## config.mk

```make
export PLATFORM = sky130hd
export DESIGN_NAME = pwq_top
export DESIGN_NICKNAME = d
export VERILOG_FILES = /design/src/hdl/pwq_pkg.sv /design/src/hdl/pwq_top.sv /design/src/hdl/pwq_edge.sv /design/src/hdl/pwq_count.sv
export SDC_FILE = /design/constraint.sdc
export NUM_CORES = 1
export LEC_CHECK = 0
export BUFFER_PORTS_ARGS = -buffer_cell sky130_fd_sc_hd__buf_2
export CAP_MARGIN = 20
export CORE_MARGIN = 10
export CORE_UTILIZATION = 43
export DETAILED_ROUTE_END_ITERATION = 10
export HOLD_SLACK_MARGIN = 0.08
export SLEW_MARGIN = 20
export SYNTH_ARGS = -nofsm -noshare
export SYNTH_HDL_FRONTEND = slang
export SYNTH_SLANG_ARGS = --single-unit
```

## constraint.sdc

```tcl
create_clock -name CLOCK -period 5.8 [get_ports CLOCK]
set_input_delay 0.29 -clock CLOCK [delete_from_list [all_inputs] [get_ports CLOCK]]
set_output_delay 0.29 -clock CLOCK [all_outputs]
set_load 0.05 [all_outputs]
```

## src/hdl/pwq_pkg.sv

```systemverilog
// Shared constants and types of the pulse width trigger qualifier.
package pwq_pkg;

    ////////////////////////////////////////////////////////////////////////////
    // Clock and time figures, times in picoseconds as printed, the longest width in seconds.
    localparam int CLK_HZ        = 20_000_000;
    localparam int CLK_PERIOD_PS = 50_000;
    localparam int WIDTH_MIN_PS  = 33_000;
    localparam int WIDTH_MAX_S   = 10;
    localparam int STEP_PS       = 16_500;
    localparam int EQ_SMALL_PS   = 330_000;
    localparam int NE_SMALL_PS   = 165_000;
    localparam int NE_HI_PS      = 33_000;

    ////////////////////////////////////////////////////////////////////////////
    // Derived cycle counts: least times round up, limits round down.
    localparam int WIDTH_MIN_CYC = (WIDTH_MIN_PS + CLK_PERIOD_PS - 1) / CLK_PERIOD_PS;
    localparam int WIDTH_MAX_CYC = WIDTH_MAX_S * CLK_HZ;
    localparam int STEP_CYC      = (STEP_PS + CLK_PERIOD_PS - 1) / CLK_PERIOD_PS;
    localparam int NE_HI_CYC     = (NE_HI_PS + CLK_PERIOD_PS - 1) / CLK_PERIOD_PS;
    localparam int EQ_SMALL_CYC  = EQ_SMALL_PS / CLK_PERIOD_PS;
    localparam int NE_SMALL_CYC  = NE_SMALL_PS / CLK_PERIOD_PS;

    // Percentage band: width * 13 / 256 is 5.08 percent of the width.
    localparam int PCT_MUL       = 13;
    localparam int PCT_SHIFT     = 8;

    // Counter width and reset value.
    localparam int CNT_W         = 28;
    localparam int CNT_RST       = 0;

    typedef enum logic [1:0] {MODE_LESS, MODE_GREATER, MODE_EQUAL, MODE_NOTEQ} pwq_mode_t;
    typedef enum logic [1:0] {ST_IDLE, ST_MEAS, ST_FIRED} pwq_state_t;

endpackage

```

## src/hdl/pwq_top.sv

```systemverilog
// Pulse width trigger qualifier: measures pulses and issues triggers.
//
// Behaviour
// (RQ1) Four compare modes, each with either polarity.
// (RQ2) Equal mode fires on matching trailing edge.
// (RQ3) Not-equal: short pulse fires at trailing edge.
// (RQ4) Not-equal: long pulse fires at limit, early.
// (RQ5) Less-than fires on trailing edge below width.
// (RQ6) Greater-than fires once width is exceeded.
// (RQ7) Width settable 33 ns to 10 s.
// (RQ8) Width step is 16.5 ns or 0.1%.
// (RQ9) Equal band 16.5 ns, else about 5%.
// (RQ10) Not-equal band by width: 16.5/33 ns, 5%.
// (RQ11) Counter starts at leading edge, ticks per clock.
// (RQ12) One-cycle trigger, at most one per pulse.
`timescale 1ns/1ps
module pwq_top
    import pwq_pkg::*;
#(
    parameter int MAX_WIDTH_CYC = WIDTH_MAX_CYC,  // Longest width setting.
    parameter int CW            = CNT_W           // Counter width.
) (
    input  wire logic          CLOCK,        // 20 MHz sample clock.
    input  wire logic          SYS_RST,      // Synchronous reset, active high.
    input  wire logic          COMP_IN,      // Comparator output.
    input  wire logic [1:0]    MODE,         // Compare mode.
    input  wire logic          POL_NEG,      // High measures negative pulses.
    input  wire logic [CW-1:0] WIDTH,        // Width setting in clock ticks.
    output logic               TRIG_OUT,     // One-cycle trigger pulse.
    output logic               PULSE_ACTIVE, // Pulse in progress.
    output logic [CW-1:0]      WIDTH_MEAS    // Width of the last ended pulse.
);

    ////////////////////////////////////////////////////////////////////////////
    // Refuse a longest width below the shortest, or one the counter cannot hold.
    if (MAX_WIDTH_CYC < WIDTH_MIN_CYC) begin : g_max
        $error("Longest width below shortest width.");
    end
    if (longint'(MAX_WIDTH_CYC) + longint'(MAX_WIDTH_CYC / 16) >= (64'd1 << CW)) begin : g_cw
        $error("Counter too narrow for the longest width.");
    end

    localparam logic [CW-1:0] W_MIN   = CW'(WIDTH_MIN_CYC);
    localparam logic [CW-1:0] W_MAX   = CW'(MAX_WIDTH_CYC);
    localparam logic [CW-1:0] STEP    = CW'(STEP_CYC);
    localparam logic [CW-1:0] NE_HI   = CW'(NE_HI_CYC);
    localparam logic [CW-1:0] EQ_SM   = CW'(EQ_SMALL_CYC);
    localparam logic [CW-1:0] NE_SM   = CW'(NE_SMALL_CYC);
    localparam logic [CW+3:0] P_MUL   = (CW+4)'(PCT_MUL);
    localparam logic [CW+3:0] P_RND   = (CW+4)'((1 << PCT_SHIFT) - 1);

    pwq_mode_t     mode;
    pwq_state_t    state_reg;
    pwq_state_t    state_next;
    logic [CW-1:0] w_reg;
    logic [CW-1:0] tol_reg;
    logic [CW-1:0] ne_hi_reg;
    logic [CW-1:0] cnt;
    logic          act;
    logic          lead;
    logic          trail;

    assign mode = pwq_mode_t'(MODE);

    ////////////////////////////////////////////////////////////////////////////
    // Polarity and edges of the comparator output.
    pwq_edge u_edge (
        .clk     (CLOCK),
        .rst     (SYS_RST),
        .comp_in (COMP_IN),
        .pol_neg (POL_NEG),   // see RQ1
        .act_reg (act),
        .lead    (lead),
        .trail   (trail)
    );

    // The count restarts on each leading edge and runs while active.
    pwq_count #(.W(CW)) u_count (
        .clk       (CLOCK),
        .rst       (SYS_RST),
        .start     (lead),            // see RQ11
        .run       (act),             // see RQ11
        .count_reg (cnt)
    );

    ////////////////////////////////////////////////////////////////////////////
    // Width setting clamped to the legal span; one tick of 50 ns is
    // already coarser than 16.5 ns, so no finer step can be asked for.
    wire [CW-1:0] w_clamp = (WIDTH < W_MIN) ? W_MIN :
                            (WIDTH > W_MAX) ? W_MAX : WIDTH;  // see RQ7
    wire [CW+3:0] w_prod  = (CW+4)'(w_clamp) * P_MUL;
    wire [CW-1:0] w_pct   = CW'((w_prod + P_RND) >> PCT_SHIFT);

    // Equal band: one step when short, else the rounded-up percentage.
    wire [CW-1:0] tol_calc = (w_clamp <= EQ_SM) ? STEP : w_pct;  // see RQ9

    // Not-equal upper band: extra margin between the two short limits.
    wire [CW-1:0] ne_hi_calc = (w_clamp <= NE_SM) ? STEP :
                               (w_clamp <= EQ_SM) ? NE_HI : w_pct;  // see RQ10

    // Registering the setting costs one tick of latency on a change
    // but keeps the multiply off the trigger path.
    always_ff @(posedge CLOCK) begin
        if (SYS_RST) begin
            w_reg     <= W_MIN;
            tol_reg   <= STEP;
            ne_hi_reg <= STEP;
        end else begin
            w_reg     <= w_clamp;     // see RQ8
            tol_reg   <= tol_calc;
            ne_hi_reg <= ne_hi_calc;
        end
    end

    ////////////////////////////////////////////////////////////////////////////
    // Band edges. The lower edge is never below zero: the band is
    // never larger than the width for any legal setting.
    wire [CW-1:0] eq_lo = w_reg - tol_reg;
    wire [CW-1:0] eq_hi = w_reg + tol_reg;
    wire [CW-1:0] ne_lo = w_reg - tol_reg;
    wire [CW-1:0] ne_up = w_reg + ne_hi_reg;

    // Decisions at the trailing edge, on the finished count.
    wire in_eq   = (cnt >= eq_lo) && (cnt <= eq_hi);         // see RQ9
    wire t_equal = (mode == MODE_EQUAL) && in_eq;            // see RQ2
    wire t_short = (mode == MODE_NOTEQ) && (cnt < ne_lo);    // see RQ3
    wire t_less  = (mode == MODE_LESS) && (cnt < w_reg);     // see RQ5
    wire fire_tr = trail && (state_reg == ST_MEAS) && (t_equal || t_short || t_less);

    // Decisions while the pulse is still active: cnt counts the earlier
    // samples, so cnt at a limit means the pulse has passed it. At or past,
    // so that a width lowered during a long pulse still fires at once.
    wire on_pulse = act && !lead && (state_reg == ST_MEAS);
    wire t_tout   = (mode == MODE_GREATER) && (cnt >= w_reg);  // see RQ6
    wire t_long   = (mode == MODE_NOTEQ) && (cnt >= ne_up);    // see RQ4
    wire fire_to  = on_pulse && (t_tout || t_long);

    wire fire = fire_tr || fire_to;

    ////////////////////////////////////////////////////////////////////////////
    // Pulse state: once a pulse has fired it is parked until it ends,
    // which is what keeps it to a single trigger.
    always_comb begin
        state_next = state_reg;
        case (state_reg)
            ST_IDLE: begin
                if (lead) begin
                    state_next = ST_MEAS;
                end
            end
            ST_MEAS: begin
                if (trail) begin
                    state_next = ST_IDLE;
                end else if (fire_to) begin
                    state_next = ST_FIRED;   // see RQ12
                end
            end
            ST_FIRED: begin
                if (trail) begin
                    state_next = ST_IDLE;
                end
            end
            default: begin
                state_next = ST_IDLE;
            end
        endcase
    end

    // Outputs are all registered.
    always_ff @(posedge CLOCK) begin
        if (SYS_RST) begin
            state_reg  <= ST_IDLE;
            TRIG_OUT   <= 1'b0;
            WIDTH_MEAS <= CW'(CNT_RST);
        end else begin
            state_reg <= state_next;
            TRIG_OUT  <= fire;             // see RQ12
            if (trail) begin
                WIDTH_MEAS <= cnt;
            end
        end
    end

    assign PULSE_ACTIVE = act;
endmodule

```

## src/hdl/pwq_edge.sv

```systemverilog
// Polarity selection and edge detection of the comparator output.
`timescale 1ns/1ps
module pwq_edge
    import pwq_pkg::*;
(
    input  wire logic clk,      // Sample clock.
    input  wire logic rst,      // Synchronous reset, active high.
    input  wire logic comp_in,  // Digitised comparator output.
    input  wire logic pol_neg,  // High selects negative pulses.
    output logic      act_reg,  // Pulse active in the chosen polarity.
    output wire logic lead,     // First sample of a pulse.
    output wire logic trail     // First sample after a pulse.
);

    logic prev_reg;

    ////////////////////////////////////////////////////////////////////////////
    // Inverting for negative pulses lets one measuring path serve both.
    always_ff @(posedge clk) begin
        if (rst) begin
            act_reg  <= 1'b0;
            prev_reg <= 1'b0;
        end else begin
            act_reg  <= comp_in ^ pol_neg;
            prev_reg <= act_reg;
        end
    end

    // Edges are taken from registered samples only.
    assign lead  = act_reg & ~prev_reg;
    assign trail = ~act_reg & prev_reg;

endmodule

```

## src/hdl/pwq_count.sv

```systemverilog
// Saturating width counter of the pulse width trigger qualifier.
`timescale 1ns/1ps
module pwq_count #(
    parameter int W = 28        // Counter width.
) (
    input  wire logic         clk,       // Sample clock.
    input  wire logic         rst,       // Synchronous reset, active high.
    input  wire logic         start,     // Leading edge seen.
    input  wire logic         run,       // Pulse still active.
    output logic [W-1:0]      count_reg  // Active samples so far.
);

    logic [W-1:0] count_next;
    wire          sat = &count_reg;

    // A one-bit counter could not tell a fresh start from saturation.
    if (W < 2) begin : g_w
        $error("Counter width too small.");
    end

    // Saturation keeps a very long pulse from wrapping into a short one.
    always_comb begin
        count_next = count_reg;
        if (start) begin
            count_next = W'(1);
        end else if (run && !sat) begin
            count_next = count_reg + W'(1);
        end
    end

    always_ff @(posedge clk) begin
        if (rst) begin
            count_reg <= '0;
        end else begin
            count_reg <= count_next;
        end
    end

endmodule

```

==> Word level (Yosys, flattened, before mapping) <==
Index checks and enable logic that the tools add are counted.
{ "word_totals": {"reg_bits": 145, "word_cells": 74, "output_inout_bits": 30} }
{ "op_classes": {"magnitude_cmp": 10, "n_bitwise": 5, "mul": 1, "addsub": 5, "n_eq_ne": 8, "n_mux": 10, "n_reduce_logical": 25} }
{ "op_table": {"columns": ["operator", "n"], "rows": [
  ["$ge 28x28->1", 3],
  ["$add 28x28->28", 2],
  ["$lt 28x28->1", 2],
  ["$mux 28", 2],
  ["$add 32x8->32 const B", 1],
  ["$mul 28x4->32 const B", 1],
  ["$add 28x1->28 const B", 1],
  ["$gt 28x28->1 const B", 1],
  ["$le 28x2->1 const B", 1],
  ["$le 28x28->1", 1],
  ["$le 28x3->1 const B", 1],
  ["$lt 28x1->1 const B", 1],
  ["$reduce_and 28->1", 1],
  ["$sub 28x28->28", 1],
  ["$mux 24", 1],
  ["$logic_and 1x1->1", 12],
  ["$mux 2", 4],
  ["$eq 2x2->1 const B", 3],
  ["$pmux 2 s3", 1],
  ["$eq 2x1->1 const B", 2],
  ["$logic_not 2->1", 2],
  ["$logic_or 1x1->1", 4],
  ["$ne 2x2->1 const B", 2],
  ["$reduce_or 2->1", 2],
  ["other kinds (8)", 12]
]} }

==> Depth between registers and ports, before layout <==
Gate-level depths: netlist of run 1.
{ "depth": {"depth_word": 9, "ltp_mapped": 24} }

==> Modules after synthesis <==
A second synthesis of run 1 with hierarchy kept.
{ "unflattened": {"hier_cells": 1660, "hier_area_um2": 13857.0} }
{ "by_module_without_submodules": {"columns": ["module", "n_inst", "seq_area_each_um2", "area_per_inst_um2", "cells_each"], "rows": [
  ["pwq_top", 1, 2142.1, 12308.1, 1482],
  ["pwq_count", 1, 560.5, 1477.7, 171],
  ["pwq_edge", 1, 40.0, 71.3, 7]
]} }

==> Worst setup path before layout of run 1 <==
Ideal clock, no wire load.
{ "synth_path": {"path_kind": "input port to flip-flop", "start": "input WIDTH[13]", "end": "register ne_hi_reg[22]", "n_path_buf": 1, "arrival_ps": 4779, "t_required_ps": 5682, "setup_ps": 118, "stages": 22, "setup_slack_ps": 903, "cell_sequence": "nor4_2 > nand4_1 > nor4b_2 > a21o_2 > clkbuf_1 > nand2_1 > ha_1 > inv_1 > ha_1 > inv_1 > fa_1 > inv_1 > ha_1 > and3_1 > a221oi_1 > o22ai_1 > a41o_1 > o21ai_4 > o211ai_4 > a311oi_2 > xor2_1 > nor2_1"} }
{ "synth_between": {"elab_chain_cells": 6, "elab_cells_between_ends": 10, "classes_between": "add/sub: 1; mul: 1; order compare: 4; mux: 3; reduce/logical: 1"} }
{ "synth_lines": {"columns": ["element", "line", "source"], "rows": [
  ["start, declared", "pwq_top.sv:28", "input wire logic [CW-1:0] WIDTH,"],
  ["$gt 28x28->1", "pwq_top.sv:90", "(WIDTH > W_MAX) ? W_MAX : WIDTH;"],
  ["$mux 28", "pwq_top.sv:90", null],
  ["$mux 28 (*)", "pwq_top.sv:89", "wire [CW-1:0] w_clamp = (WIDTH < W_MIN) ? W_MIN :"],
  ["$mul 28x4->32", "pwq_top.sv:91", "wire [CW+3:0] w_prod = (CW+4)'(w_clamp) * P_MUL;"],
  ["$add 32x8->32", "pwq_top.sv:92", "wire [CW-1:0] w_pct = CW'((w_prod + P_RND) >> PCT_SHIFT);"],
  ["$mux 24", null, null],
  ["end signal, assigned", "pwq_top.sv:111", "ne_hi_reg <= ne_hi_calc;"],
  ["end, declared", "pwq_top.sv:57", "logic [CW-1:0] ne_hi_reg;"]
]} }
Mark *: on every way between the ends. The rest lies on a longest branch, timed or not.
A chain may end at the register's enable or synchronous reset.

==> Worst setup path in the final report of run 1 <==
{ "layout_path": {"start": "register w_reg[0]", "end": "register TRIG_OUT"} }
{ "layout_between": {"elab_chain_cells": 8, "elab_cells_between_ends": 21, "classes_between": "add/sub: 3; order compare: 6; reduce/logical: 12"} }
{ "layout_lines": {"columns": ["element", "line", "source"], "rows": [
  ["start, declared", "pwq_top.sv:55", "logic [CW-1:0] w_reg;"],
  ["start signal, assigned", "pwq_top.sv:109", "w_reg <= w_clamp;"],
  ["$sub 28x28->28 or $add 28x28->28 (tied branches)", "pwq_top.sv:118, pwq_top.sv:120, pwq_top.sv:119", null],
  ["$ge 28x28->1 or $le 28x28->1 (tied branches)", "pwq_top.sv:124", "wire in_eq = (cnt >= eq_lo) && (cnt <= eq_hi);"],
  ["$logic_and 1x1->1", "pwq_top.sv:124", null],
  ["$logic_and 1x1->1", "pwq_top.sv:125", "wire t_equal = (mode == MODE_EQUAL) && in_eq;"],
  ["$logic_or 1x1->1 (2 in series)", "pwq_top.sv:128", "wire fire_tr = trail && (state_reg == ST_MEAS) && (t_equal || t_short || t_less);"],
  ["$logic_and 1x1->1", "pwq_top.sv:128", null],
  ["$logic_or 1x1->1 (*)", "pwq_top.sv:138", "wire fire = fire_tr || fire_to;"],
  ["end signal, assigned", "pwq_top.sv:177", "TRIG_OUT <= fire;"],
  ["end, declared", "pwq_top.sv:29", "output logic TRIG_OUT,"]
]} }
Marked as above.

==> impl_metrics.env, run 1 <==
export IMPL_ant_nets=0
export IMPL_track_usage_pct=17.3
export IMPL_intPower_mw=2.98
export IMPL_synth_area_top_cells="ha_1 26%, dfxtp_1 20%, a21oi_1 5.1%"
export IMPL_period_share_pct=85.8
export IMPL_clock_power_share_pct=21.6
export IMPL_numCtsBuffers=17
export IMPL_min_period_ns=4.98
export IMPL_fin_util_pct=47.9
export IMPL_drive_gt1_share_pct=7.23
export IMPL_pwr_share_seq_pct=22.9
export IMPL_grt_max_degree=37
export IMPL_maxCapViolations=0
export IMPL_ys_seq_elements=137
export IMPL_max_freq_mhz=201
export IMPL_cp_arrival_ns=5.25
export IMPL_finalMaxSlewViolations=0
export IMPL_hp_class="input pin to register"
export IMPL_grt_pass1_wl_um=56400
export IMPL_p_comb_share_pct=55.5
export IMPL_fillers=3099
export IMPL_worst_pin_slew_ns=1.02
export IMPL_syn_avg_cell_area_um2=8.14
export IMPL_cts_root_buf="clkbuf_16"
export IMPL_final_nets=2095
export IMPL_drc_errors=0
export IMPL_antenna_found_initial=0
export IMPL_routedWlPerCell_um=15.8
export IMPL_dpl_cell_area_um2=14500
export IMPL_cts_resized=0
export IMPL_synth_nets=2050
export IMPL_path_clk_slew_ns=0.07
export IMPL_postSynth_asyncResetShare_pct=0
export IMPL_cp_slowest_cell="a2111oi_0"
export IMPL_antenna_cells=0
export IMPL_postCtsSetupRepairBufs=0
export IMPL_path_cells="inv_1, ha_1, inv_1, fa_1, a21o_1, a21oi_1, o21ai_1, a2111oi_0, nor2_1, o211ai_2, a311oi_1, o21ai_2, a21oi_1, a31oi_1, ha_1, nand4_1, nor2_1, and3_1, o21a_1, o31ai_1, nand3_1, a31oi_1, o22ai_1, o2bb2ai_1"
export IMPL_synth_commonest_cells="290 x ha_1, 173 x nor2_1, 154 x inv_1, 140 x a21oi_1, 137 x dfxtp_1"
export IMPL_critPathTopFamily="compound AO/OA/AOI/OAI gates"
export IMPL_relSlewSlack_pct=31.9
export IMPL_tns_ns=0
export IMPL_path_class="register to register"
export IMPL_synth_ff_type="dfxtp_1"
export IMPL_power_density_nw_per_um2=344
export IMPL_cp_end_kind="register"
export IMPL_rsz0062_at_grt="no"
export IMPL_clock_path_buffers=2
export IMPL_yosysSeqAreaShare_pct=19.8
export IMPL_cts_hold_buf=0
export IMPL_synth_distinct_cells=78
export IMPL_cp_max_fo=4
export IMPL_worst_ep_required_time_ns=6.08
export IMPL_synth_top_area_share_pct=26.2
export IMPL_dr_pass1_iters=4
export IMPL_setup_viol=0
export IMPL_clk_latency_ns=0.43
export IMPL_design_area_um2=15100
export IMPL_synth_edf_count=0
export IMPL_dr_wl_met3_um=1240
export IMPL_hold_violations=0
export IMPL_via_per_inst=5.36
export IMPL_grt_pass1_vias=11200
export IMPL_cp_buffers_inverters=2
export IMPL_area_delta_synth_final_pct=9.34
export IMPL_wl_met2_um=14900
export IMPL_die_h_um=199
export IMPL_switching_share_pct=42.7
export IMPL_status="finished clean"
export IMPL_die_w_um=199
export IMPL_fin_skew_ns=0.0130
export IMPL_yosysWarningCount=0
export IMPL_ir_worst_vdd_uv=228
export IMPL_core_um2=31600
export IMPL_num_rows=65
export IMPL_synthCells=1700
export IMPL_netlist_area_um2=13800
export IMPL_synth_top_area_cell="ha_1"
export IMPL_leakagePower_nw=7.49
export IMPL_io_pins=64
export IMPL_dpl_hpwl_um=28500
export IMPL_power_switching_mw=2.22
export IMPL_finalWirelength_um=34200
export IMPL_die_area_um2=39800
export IMPL_routabilityCongestion=0.864
export IMPL_cts_tree="yes"
export IMPL_initial_utilization_pct=43.8
export IMPL_synth_most_common_cell="ha_1"
export IMPL_vias=11600
export IMPL_drt_initial_drc_count=490
export IMPL_overflow=0
export IMPL_top_layer="met4"
export IMPL_multi_input_area_um2=10300
export IMPL_cts_sinks=137
export IMPL_register_area_um2=2740
export IMPL_htreeDepth=4
export IMPL_drt_met1_wl_um=17600
export IMPL_cp_start_kind="register"
export IMPL_max_stage_delay_ns=0.61
export IMPL_port_buffers=63
power groups by stage:
| stage | combinational [mW] | clock, mW | sequential [mW] |
|---|---|---|---|
| 2_1_floorplan | 2.25 | 0 | 1.18 |
| 3_3_place_gp | 2.81 | 0 | 1.21 |
| 3_5_place_dp | 2.86 | 0 | 1.21 |
| 4_1_cts | 2.89 | 1.14 | 1.19 |
| 5_1_grt | 3.28 | 1.19 | 1.21 |
| 6_report | 2.89 | 1.12 | 1.19 |
worst register-to-register path, cell delays in order, from the launching register on:
cell,delay (ns)
dfxtp_1,0.38
inv_1,0.09
ha_1,0.17
inv_1,0.06
fa_1,0.41
a21o_1,0.17
a21oi_1,0.28
o21ai_1,0.18
a2111oi_0,0.61
nor2_1,0.20
o211ai_2,0.29
a311oi_1,0.16
o21ai_2,0.21
a21oi_1,0.09
a31oi_1,0.18
ha_1,0.27
nand4_1,0.10
nor2_1,0.08
and3_1,0.22
o21a_1,0.11
o31ai_1,0.08
nand3_1,0.11
a31oi_1,0.18
o22ai_1,0.10
o2bb2ai_1,0.14
stage by stage:
| step | hold WS [ns] | setup slack [ns] | total power [mW] | instances |
|---|---|---|---|---|
| 2_1_floorplan | 0.427 | 0.903 | 3.43 | 1700 |
| 3_3_place_gp | 0.441 | 0.554 | 4.02 | 2127 |
| 3_5_place_dp | 0.444 | 0.471 | 4.07 | 2127 |
| 4_1_cts | 0.139 | 0.826 | 5.22 | 2158 |
| 5_1_grt | 0.163 | 0.435 | 5.68 | 2159 |
| 6_report | 0.138 | 0.821 | 5.20 | 2159 |
cells in the final DEF, fill, tap and decap left out, types with 4 or more instances in the layout:
cell type and n:
nor3_1 24, dfxtp_1 137, a21oi_1 140, o211ai_1 7
clkbuf_16 17, nand2b_1 35, xnor2_1 65, o2111ai_1 5
o31ai_1 4, inv_1 154, ha_1 290, fa_1 26
or3_1 14, buf_4 5, and3_1 21, buf_2 63
o21a_1 14, a211oi_1 10, nand4_1 33, a31o_2 4
nor2_1 173, nor2b_1 20, o21ai_0 51, nor4_1 14
nand3_1 29, xor2_1 57, a2111oi_0 4, clkinvlp_4 4
nand2_1 133, a21o_1 74, o21bai_1 14, a31oi_1 20
and4_1 7, or2_2 5, a211o_1 4, and2_1 5
nand3b_1 5, a311oi_1 4
cell families (layout without fill, tap and decap cells):
family	after synthesis	in the layout	share of synthesized area [%]
AO/OA/AOI/OAI	387	387	18.1
buffers and inverters	200	257	5.57
multiplexers	1	1	0.0723
XOR/XNOR	122	122	7.72
adder cells (fa/ha/maj)	316	316	30.0
AND/OR/NAND/NOR	537	537	18.8
flip-flops	137	137	19.8
cell type report:
type	count	share of cell area, %
timing repair buffer	69	2.41
sequential	137	18.1
clock buffer	17	2.81
clock inverter	14	1.15
tap	402	3.32
multi-input combinational	1363	68.3
inverter	157	3.89
worst paths after layout:
path,start,end,slack [ns],cells past startpoint
max,w_reg[0],TRIG_OUT,0.82,24
min,COMP_IN,u_edge.act_reg,0.14,3
max reg2reg,w_reg[0],TRIG_OUT,0.82,24
min reg2reg,WIDTH_MEAS[15],WIDTH_MEAS[15],0.45,2
routing by layer:
layer  vias up  GRT usage [%]
met3        24           1.87
met5         -              0
met1      5331           24.3
li1       6026              -
met2       195           27.9
met4         0           4.12
No activity file was read; power rests on OpenSTA's default activity.
==> run 2, diff against run 1 <==
--- a/config.mk
+++ b/config.mk
@@ -7,10 +7,14 @@
 export LEC_CHECK = 0
 export BUFFER_PORTS_ARGS = -buffer_cell sky130_fd_sc_hd__buf_2
 export CAP_MARGIN = 20
+export CELL_PAD_IN_SITES_DETAIL_PLACEMENT = 0
+export CELL_PAD_IN_SITES_GLOBAL_PLACEMENT = 1
 export CORE_MARGIN = 10
-export CORE_UTILIZATION = 43
+export CORE_UTILIZATION = 45
+export CTS_CLUSTER_SIZE = 14
 export DETAILED_ROUTE_END_ITERATION = 10
 export HOLD_SLACK_MARGIN = 0.08
+export PLACE_DENSITY_LB_ADDON = 0.1
 export SLEW_MARGIN = 20
 export SYNTH_ARGS = -nofsm -noshare
 export SYNTH_HDL_FRONTEND = slang
==> run 2 against run 1 <==
  * Clock power up 7%
  * Wire length is 4.5% higher
  * Via count fell by 0.80%
  * Design area grew 0.18%
  * First-iteration DRC count is 1.0% lower
  * Critical path depth is 6 lower
  * Worst hold slack improved by 0.052 ns
  * Critical endpoint is now state_reg[0]
  * Largest power group unchanged
  * Highest routed layer unchanged
==> impl_metrics.env, run 2 (synthesized netlist as in run 1, its figures left out) <==
export IMPL_final_nets=2094
export IMPL_leakagePower_nw=7.51
export IMPL_grt_pass1_wl_um=58300
export IMPL_core_um2=30500
export IMPL_maxCapViolations=0
export IMPL_cp_arrival_ns=5.36
export IMPL_initial_utilization_pct=45.4
export IMPL_power_mw=5.33
export IMPL_hold_violations=0
export IMPL_path_clk_slew_ns=0.06
export IMPL_die_w_um=195
export IMPL_overflow=0
export IMPL_tns_ns=0
export IMPL_postCtsSetupRepairBufs=0
export IMPL_antenna_cells=0
export IMPL_dpl_cell_area_um2=14500
export IMPL_path_class="register to register"
export IMPL_dr_pass1_iters=7
export IMPL_dpl_hpwl_um=29900
export IMPL_num_rows=64
export IMPL_design_area_um2=15200
export IMPL_worst_ep_required_time_ns=6.12
export IMPL_clock_path_buffers=2
export IMPL_ant_nets=0
export IMPL_cts_hold_buf=0
export IMPL_layout_commonest_cell="ha_1"
export IMPL_die_h_um=195
export IMPL_cp_max_fo=4
export IMPL_numCtsBuffers=17
export IMPL_rsz0062_at_grt="no"
export IMPL_cp_end_kind="register"
export IMPL_cts_root_buf="clkbuf_16"
export IMPL_hp_class="input pin to register"
export IMPL_period_share_pct=87.0
export IMPL_io_pins=64
export IMPL_cp_start_kind="register"
export IMPL_ir_worst_vdd_uv=182
export IMPL_finalWirelength_um=35700
export IMPL_drt_initial_drc_count=485
export IMPL_cts_tree="yes"
export IMPL_via_per_inst=5.33
export IMPL_relSlewSlack_pct=31.7
export IMPL_most_common_layout_cells="290 x ha_1, 173 x nor2_1, 154 x inv_1"
export IMPL_setup_viol=0
export IMPL_status="finished clean"
export IMPL_min_period_ns=5.04
export IMPL_routabilityCongestion=0.881
export IMPL_drive_gt1_share_pct=7.17
export IMPL_cts_resized=0
export IMPL_die_area_um2=38200
export IMPL_grt_max_degree=67
export IMPL_drc_errors=0
export IMPL_worst_pin_slew_ns=1.02
export IMPL_max_freq_mhz=198
export IMPL_finalMaxSlewViolations=0
export IMPL_htreeDepth=4
export IMPL_power_density_nw_per_um2=352
export IMPL_port_buffers=63
export IMPL_vias=11500
export IMPL_track_usage_pct=18.5
export IMPL_antenna_found_initial=0
export IMPL_fin_util_pct=49.7
export IMPL_area_delta_synth_final_pct=9.53
export IMPL_clk_latency_ns=0.43
export IMPL_cts_sinks=137
export IMPL_grt_pass1_vias=11300
export IMPL_routedWlPerCell_um=16.6
export IMPL_fin_skew_ns=0.00633
-- run 2: changes by cell type in the layout (fill, tap and decap cells not counted), sizes merged --
cell	previous run	this run
clkinv	5	4
bufinv	3	5
buf	69	68
inv	159	157
clkinvlp	4	3
clkbuf	17	20
-- run 2: worst paths after layout --
check                 startpoint             end  slack [ns]  cells past startpoint
setup reg to reg        w_reg[0]    state_reg[0]        0.76                     18
hold / removal         WIDTH[17]       w_reg[17]        0.19                      3
hold reg to reg   WIDTH_MEAS[21]  WIDTH_MEAS[21]        0.45                      2
setup / recovery        w_reg[0]    state_reg[0]        0.76                     18
-- run 2: power breakdown --
| group | internal (mW) | total (mW) | switching [mW] |
|---|---|---|---|
| registers | 1.10 | 1.19 | 0.0940 |
| clock network | 0.773 | 1.20 | 0.432 |
| logic | 1.21 | 2.93 | 1.73 |
-- run 2: stage by stage --
| step | hold slack (ns) | setup slack [ns] | std cells |
|---|---|---|---|
| 3_3_place_gp | 0.439 | 0.488 | 2121 |
| 2_1_floorplan | 0.427 | 0.903 | 1700 |
| 5_1_grt | 0.187 | 0.308 | 2153 |
| 3_5_place_dp | 0.443 | 0.348 | 2121 |
| 4_1_cts | 0.171 | 0.763 | 2153 |
| 6_report | 0.191 | 0.755 | 2153 |
-- run 2: area by class of cell --
| cell class | count | area [um^2] |
|---|---|---|
| fill | 2999 | 15300 |
| multi-input combinational | 1363 | 10300 |
| sequential | 137 | 2740 |
| inverter | 157 | 589 |
| tap | 396 | 495 |
| clock buffer | 20 | 447 |
| timing repair buffer | 68 | 353 |
| clock inverter | 12 | 196 |
-- run 2: worst max-delay path: stages (launching register included) --
cell and delay (ns):
dfxtp_1 0.37, ha_1 0.26, fa_1 0.41, a21o_1 0.17, a21oi_1 0.28, o21ai_0 0.22, a21oi_1 0.29, a21oi_1 0.17
o221ai_1 0.35, o21ai_0 0.16, o21a_1 0.24, o211ai_1 0.25, xnor2_1 0.11, ha_1 0.29, nand4_1 0.14, nor4_1 0.49
a31oi_1 0.18, a211o_1 0.31, a31o_2 0.24
-- run 2: per-layer routing --
layer	track usage (%)	up-vias	part of all wire, %
li1	-	6047	-
met1	25.3	5266	51
met2	29.9	144	45
met3	2.64	26	3.0
met4	4.24	0	1.2
met5	0	-	0
==> run 3, diff against run 2 <==
--- a/config.mk
+++ b/config.mk
@@ -14,7 +14,7 @@
 export CTS_CLUSTER_SIZE = 14
 export DETAILED_ROUTE_END_ITERATION = 10
 export HOLD_SLACK_MARGIN = 0.08
-export PLACE_DENSITY_LB_ADDON = 0.1
+export PLACE_DENSITY = 0.81
 export SLEW_MARGIN = 20
 export SYNTH_ARGS = -nofsm -noshare
 export SYNTH_HDL_FRONTEND = slang
==> run 3 against run 2 <==
  * Non-clock buffer count is the same
  * Design area shrank 0.46%
  * First-iteration DRC count grew 7.4%
  * Sequential power is essentially flat
  * Wire length shrank 3.4%
  * Clock power shrank 12%
  * Die area is the same
  * Maximum frequency grew 2.2%
  * Final cell count is essentially flat
  * Critical endpoint unchanged
  * Largest power group unchanged
==> impl_metrics.env, run 3 (synthesized netlist as in run 1, its figures left out) <==
export IMPL_top_usage_layer="met2"
export IMPL_grt_use_met1_pct=24.4
export IMPL_dpl_hpwl_um=28800
export IMPL_via_per_inst=5.36
export IMPL_fin_skew_ns=0.0125
export IMPL_numCtsBuffers=17
export IMPL_path_common_cell="a21oi_1"
export IMPL_critPathTopFamily="compound AO/OA/AOI/OAI gates"
export IMPL_use_met2_pct=28.6
export IMPL_cts_root_buf="clkbuf_16"
export IMPL_postCtsSetupRepairBufs=0
export IMPL_cts_tree="yes"
export IMPL_path_cells="ha_1, fa_1, a21o_1, a21oi_1, o21ai_0, a21oi_1, a21oi_1, o221ai_1, o21ai_0, o21a_1, o211ai_1, xnor2_1, ha_1, nand4_1, nor4_1, a31oi_1, a211o_1, a31o_2"
export IMPL_hold_worst_slack_ns=0.194
export IMPL_htreeDepth=4
export IMPL_grt_pass1_vias=11600
export IMPL_overflow=0
export IMPL_clock_path_buffers=2
export IMPL_io_pins=64
export IMPL_tns_ns=0
export IMPL_num_rows=64
export IMPL_vias=11500
export IMPL_antenna_found_initial=0
export IMPL_power_mw=5.14
export IMPL_initial_utilization_pct=45.4
export IMPL_power_density_nw_per_um2=340
export IMPL_cts_resized=0
export IMPL_multi_input_area_um2=10300
export IMPL_max_freq_mhz=203
export IMPL_register_area_um2=2740
export IMPL_hp_class="input pin to register"
export IMPL_cp_end_kind="register"
export IMPL_most_common_layout_cells="290 x ha_1, 173 x nor2_1, 154 x inv_1"
export IMPL_drt_initial_drc_count=521
export IMPL_cp_start_kind="register"
export IMPL_worst_pin_slew_ns=1.02
export IMPL_hold_violations=0
export IMPL_routedWlPerCell_um=16.0
export IMPL_track_usage_pct=17.9
export IMPL_area_delta_synth_final_pct=9.03
export IMPL_drive_gt1_share_pct=7.18
export IMPL_cp_slowest_cell="nor4_1"
export IMPL_cts_sinks=137
export IMPL_leakagePower_nw=7.47
export IMPL_drc_errors=0
export IMPL_final_nets=2094
export IMPL_port_buffers=63
export IMPL_setup_viol=0
export IMPL_grt_pass1_wl_um=57600
export IMPL_layout_commonest_cell="ha_1"
export IMPL_finalMaxSlewViolations=0
export IMPL_min_period_ns=4.94
export IMPL_maxCapViolations=0
export IMPL_cp_arrival_ns=5.24
export IMPL_core_um2=30500
export IMPL_relSlewSlack_pct=32.2
export IMPL_die_h_um=195
export IMPL_antenna_cells=0
export IMPL_status="finished clean"
export IMPL_die_w_um=195
export IMPL_cp_buffers_inverters=0
export IMPL_worst_ep_required_time_ns=6.10
export IMPL_max_stage_delay_ns=0.46
export IMPL_path_clk_slew_ns=0.06
export IMPL_ir_worst_vdd_uv=187
export IMPL_period_share_pct=85.1
export IMPL_use_met3_pct=2.31
export IMPL_routabilityCongestion=0.869
export IMPL_dr_pass1_iters=5
export IMPL_clk_latency_ns=0.42
export IMPL_ant_nets=0
export IMPL_cp_max_fo=4
export IMPL_finalWirelength_um=34500
export IMPL_grt_max_degree=43
export IMPL_fillers=3030
export IMPL_dpl_cell_area_um2=14500
export IMPL_design_area_um2=15100
export IMPL_rsz0062_at_grt="no"
export IMPL_die_area_um2=38200
export IMPL_path_class="register to register"
export IMPL_cts_hold_buf=0
==> run 3: changes by cell type in the layout (fill, tap and decap cells not counted), sizes merged <==
cell | before | now
bufinv | 5 | 1
clkinvlp | 3 | 5
clkbuf | 20 | 21
clkinv | 4 | 5
inv | 157 | 156
==> run 3: per-stage QoR <==
step	util (%)	setup WS [ns]	std cells
2_1_floorplan	-	0.903	1700
3_3_place_gp	47.6	0.494	2121
3_5_place_dp	47.6	0.470	2121
4_1_cts	49.5	0.895	2152
5_1_grt	49.5	0.368	2152
6_report	49.5	0.865	2152
==> run 3: final cells by class <==
cell class	instances	area share, %
Clock buffer	21	3.18
Inverter	157	3.90
Timing Repair Buffer	68	2.34
Multi-Input combinational cell	1363	68.5
Sequential cell	137	18.2
Tap cell	396	3.28
Clock inverter	10	0.630
==> run 3: worst paths after layout <==
check	end	cells after the start	startpoint	slack, ns
worst max-delay path	state_reg[0]	18	w_reg[0]	0.86
worst min-delay path	w_reg[23]	3	WIDTH[23]	0.19
worst max register to register	state_reg[0]	18	w_reg[0]	0.86
worst min register to register	WIDTH_MEAS[21]	2	WIDTH_MEAS[21]	0.45
==> run 3: power breakdown <==
part	switching [mW]	leakage (nW)	internal (mW)	total, mW
logic	1.68	6.08	1.21	2.88
registers	0.0977	1.12	1.10	1.20
clock network	0.425	0.269	0.633	1.06
==> run 3: layer usage <==
| metal | share of wire, % | wire (um) |
|---|---|---|
| met1 | 51 | 17500 |
| met2 | 44 | 15200 |
| met3 | 3.4 | 1170 |
| met4 | 1.7 | 593 |
| met5 | 0 | 0 |
==> run 3: worst reg2reg max path: stages, from the launching register on <==
cell and delay (ns):
dfxtp_1 0.37, ha_1 0.26, fa_1 0.41, a21o_1 0.17
a21oi_1 0.27, o21ai_0 0.21, a21oi_1 0.31, a21oi_1 0.17
o221ai_1 0.35, o21ai_0 0.15, o21a_1 0.23, o211ai_1 0.20
xnor2_1 0.10, ha_1 0.29, nand4_1 0.14, nor4_1 0.46
a31oi_1 0.18, a211o_1 0.31, a31o_2 0.24
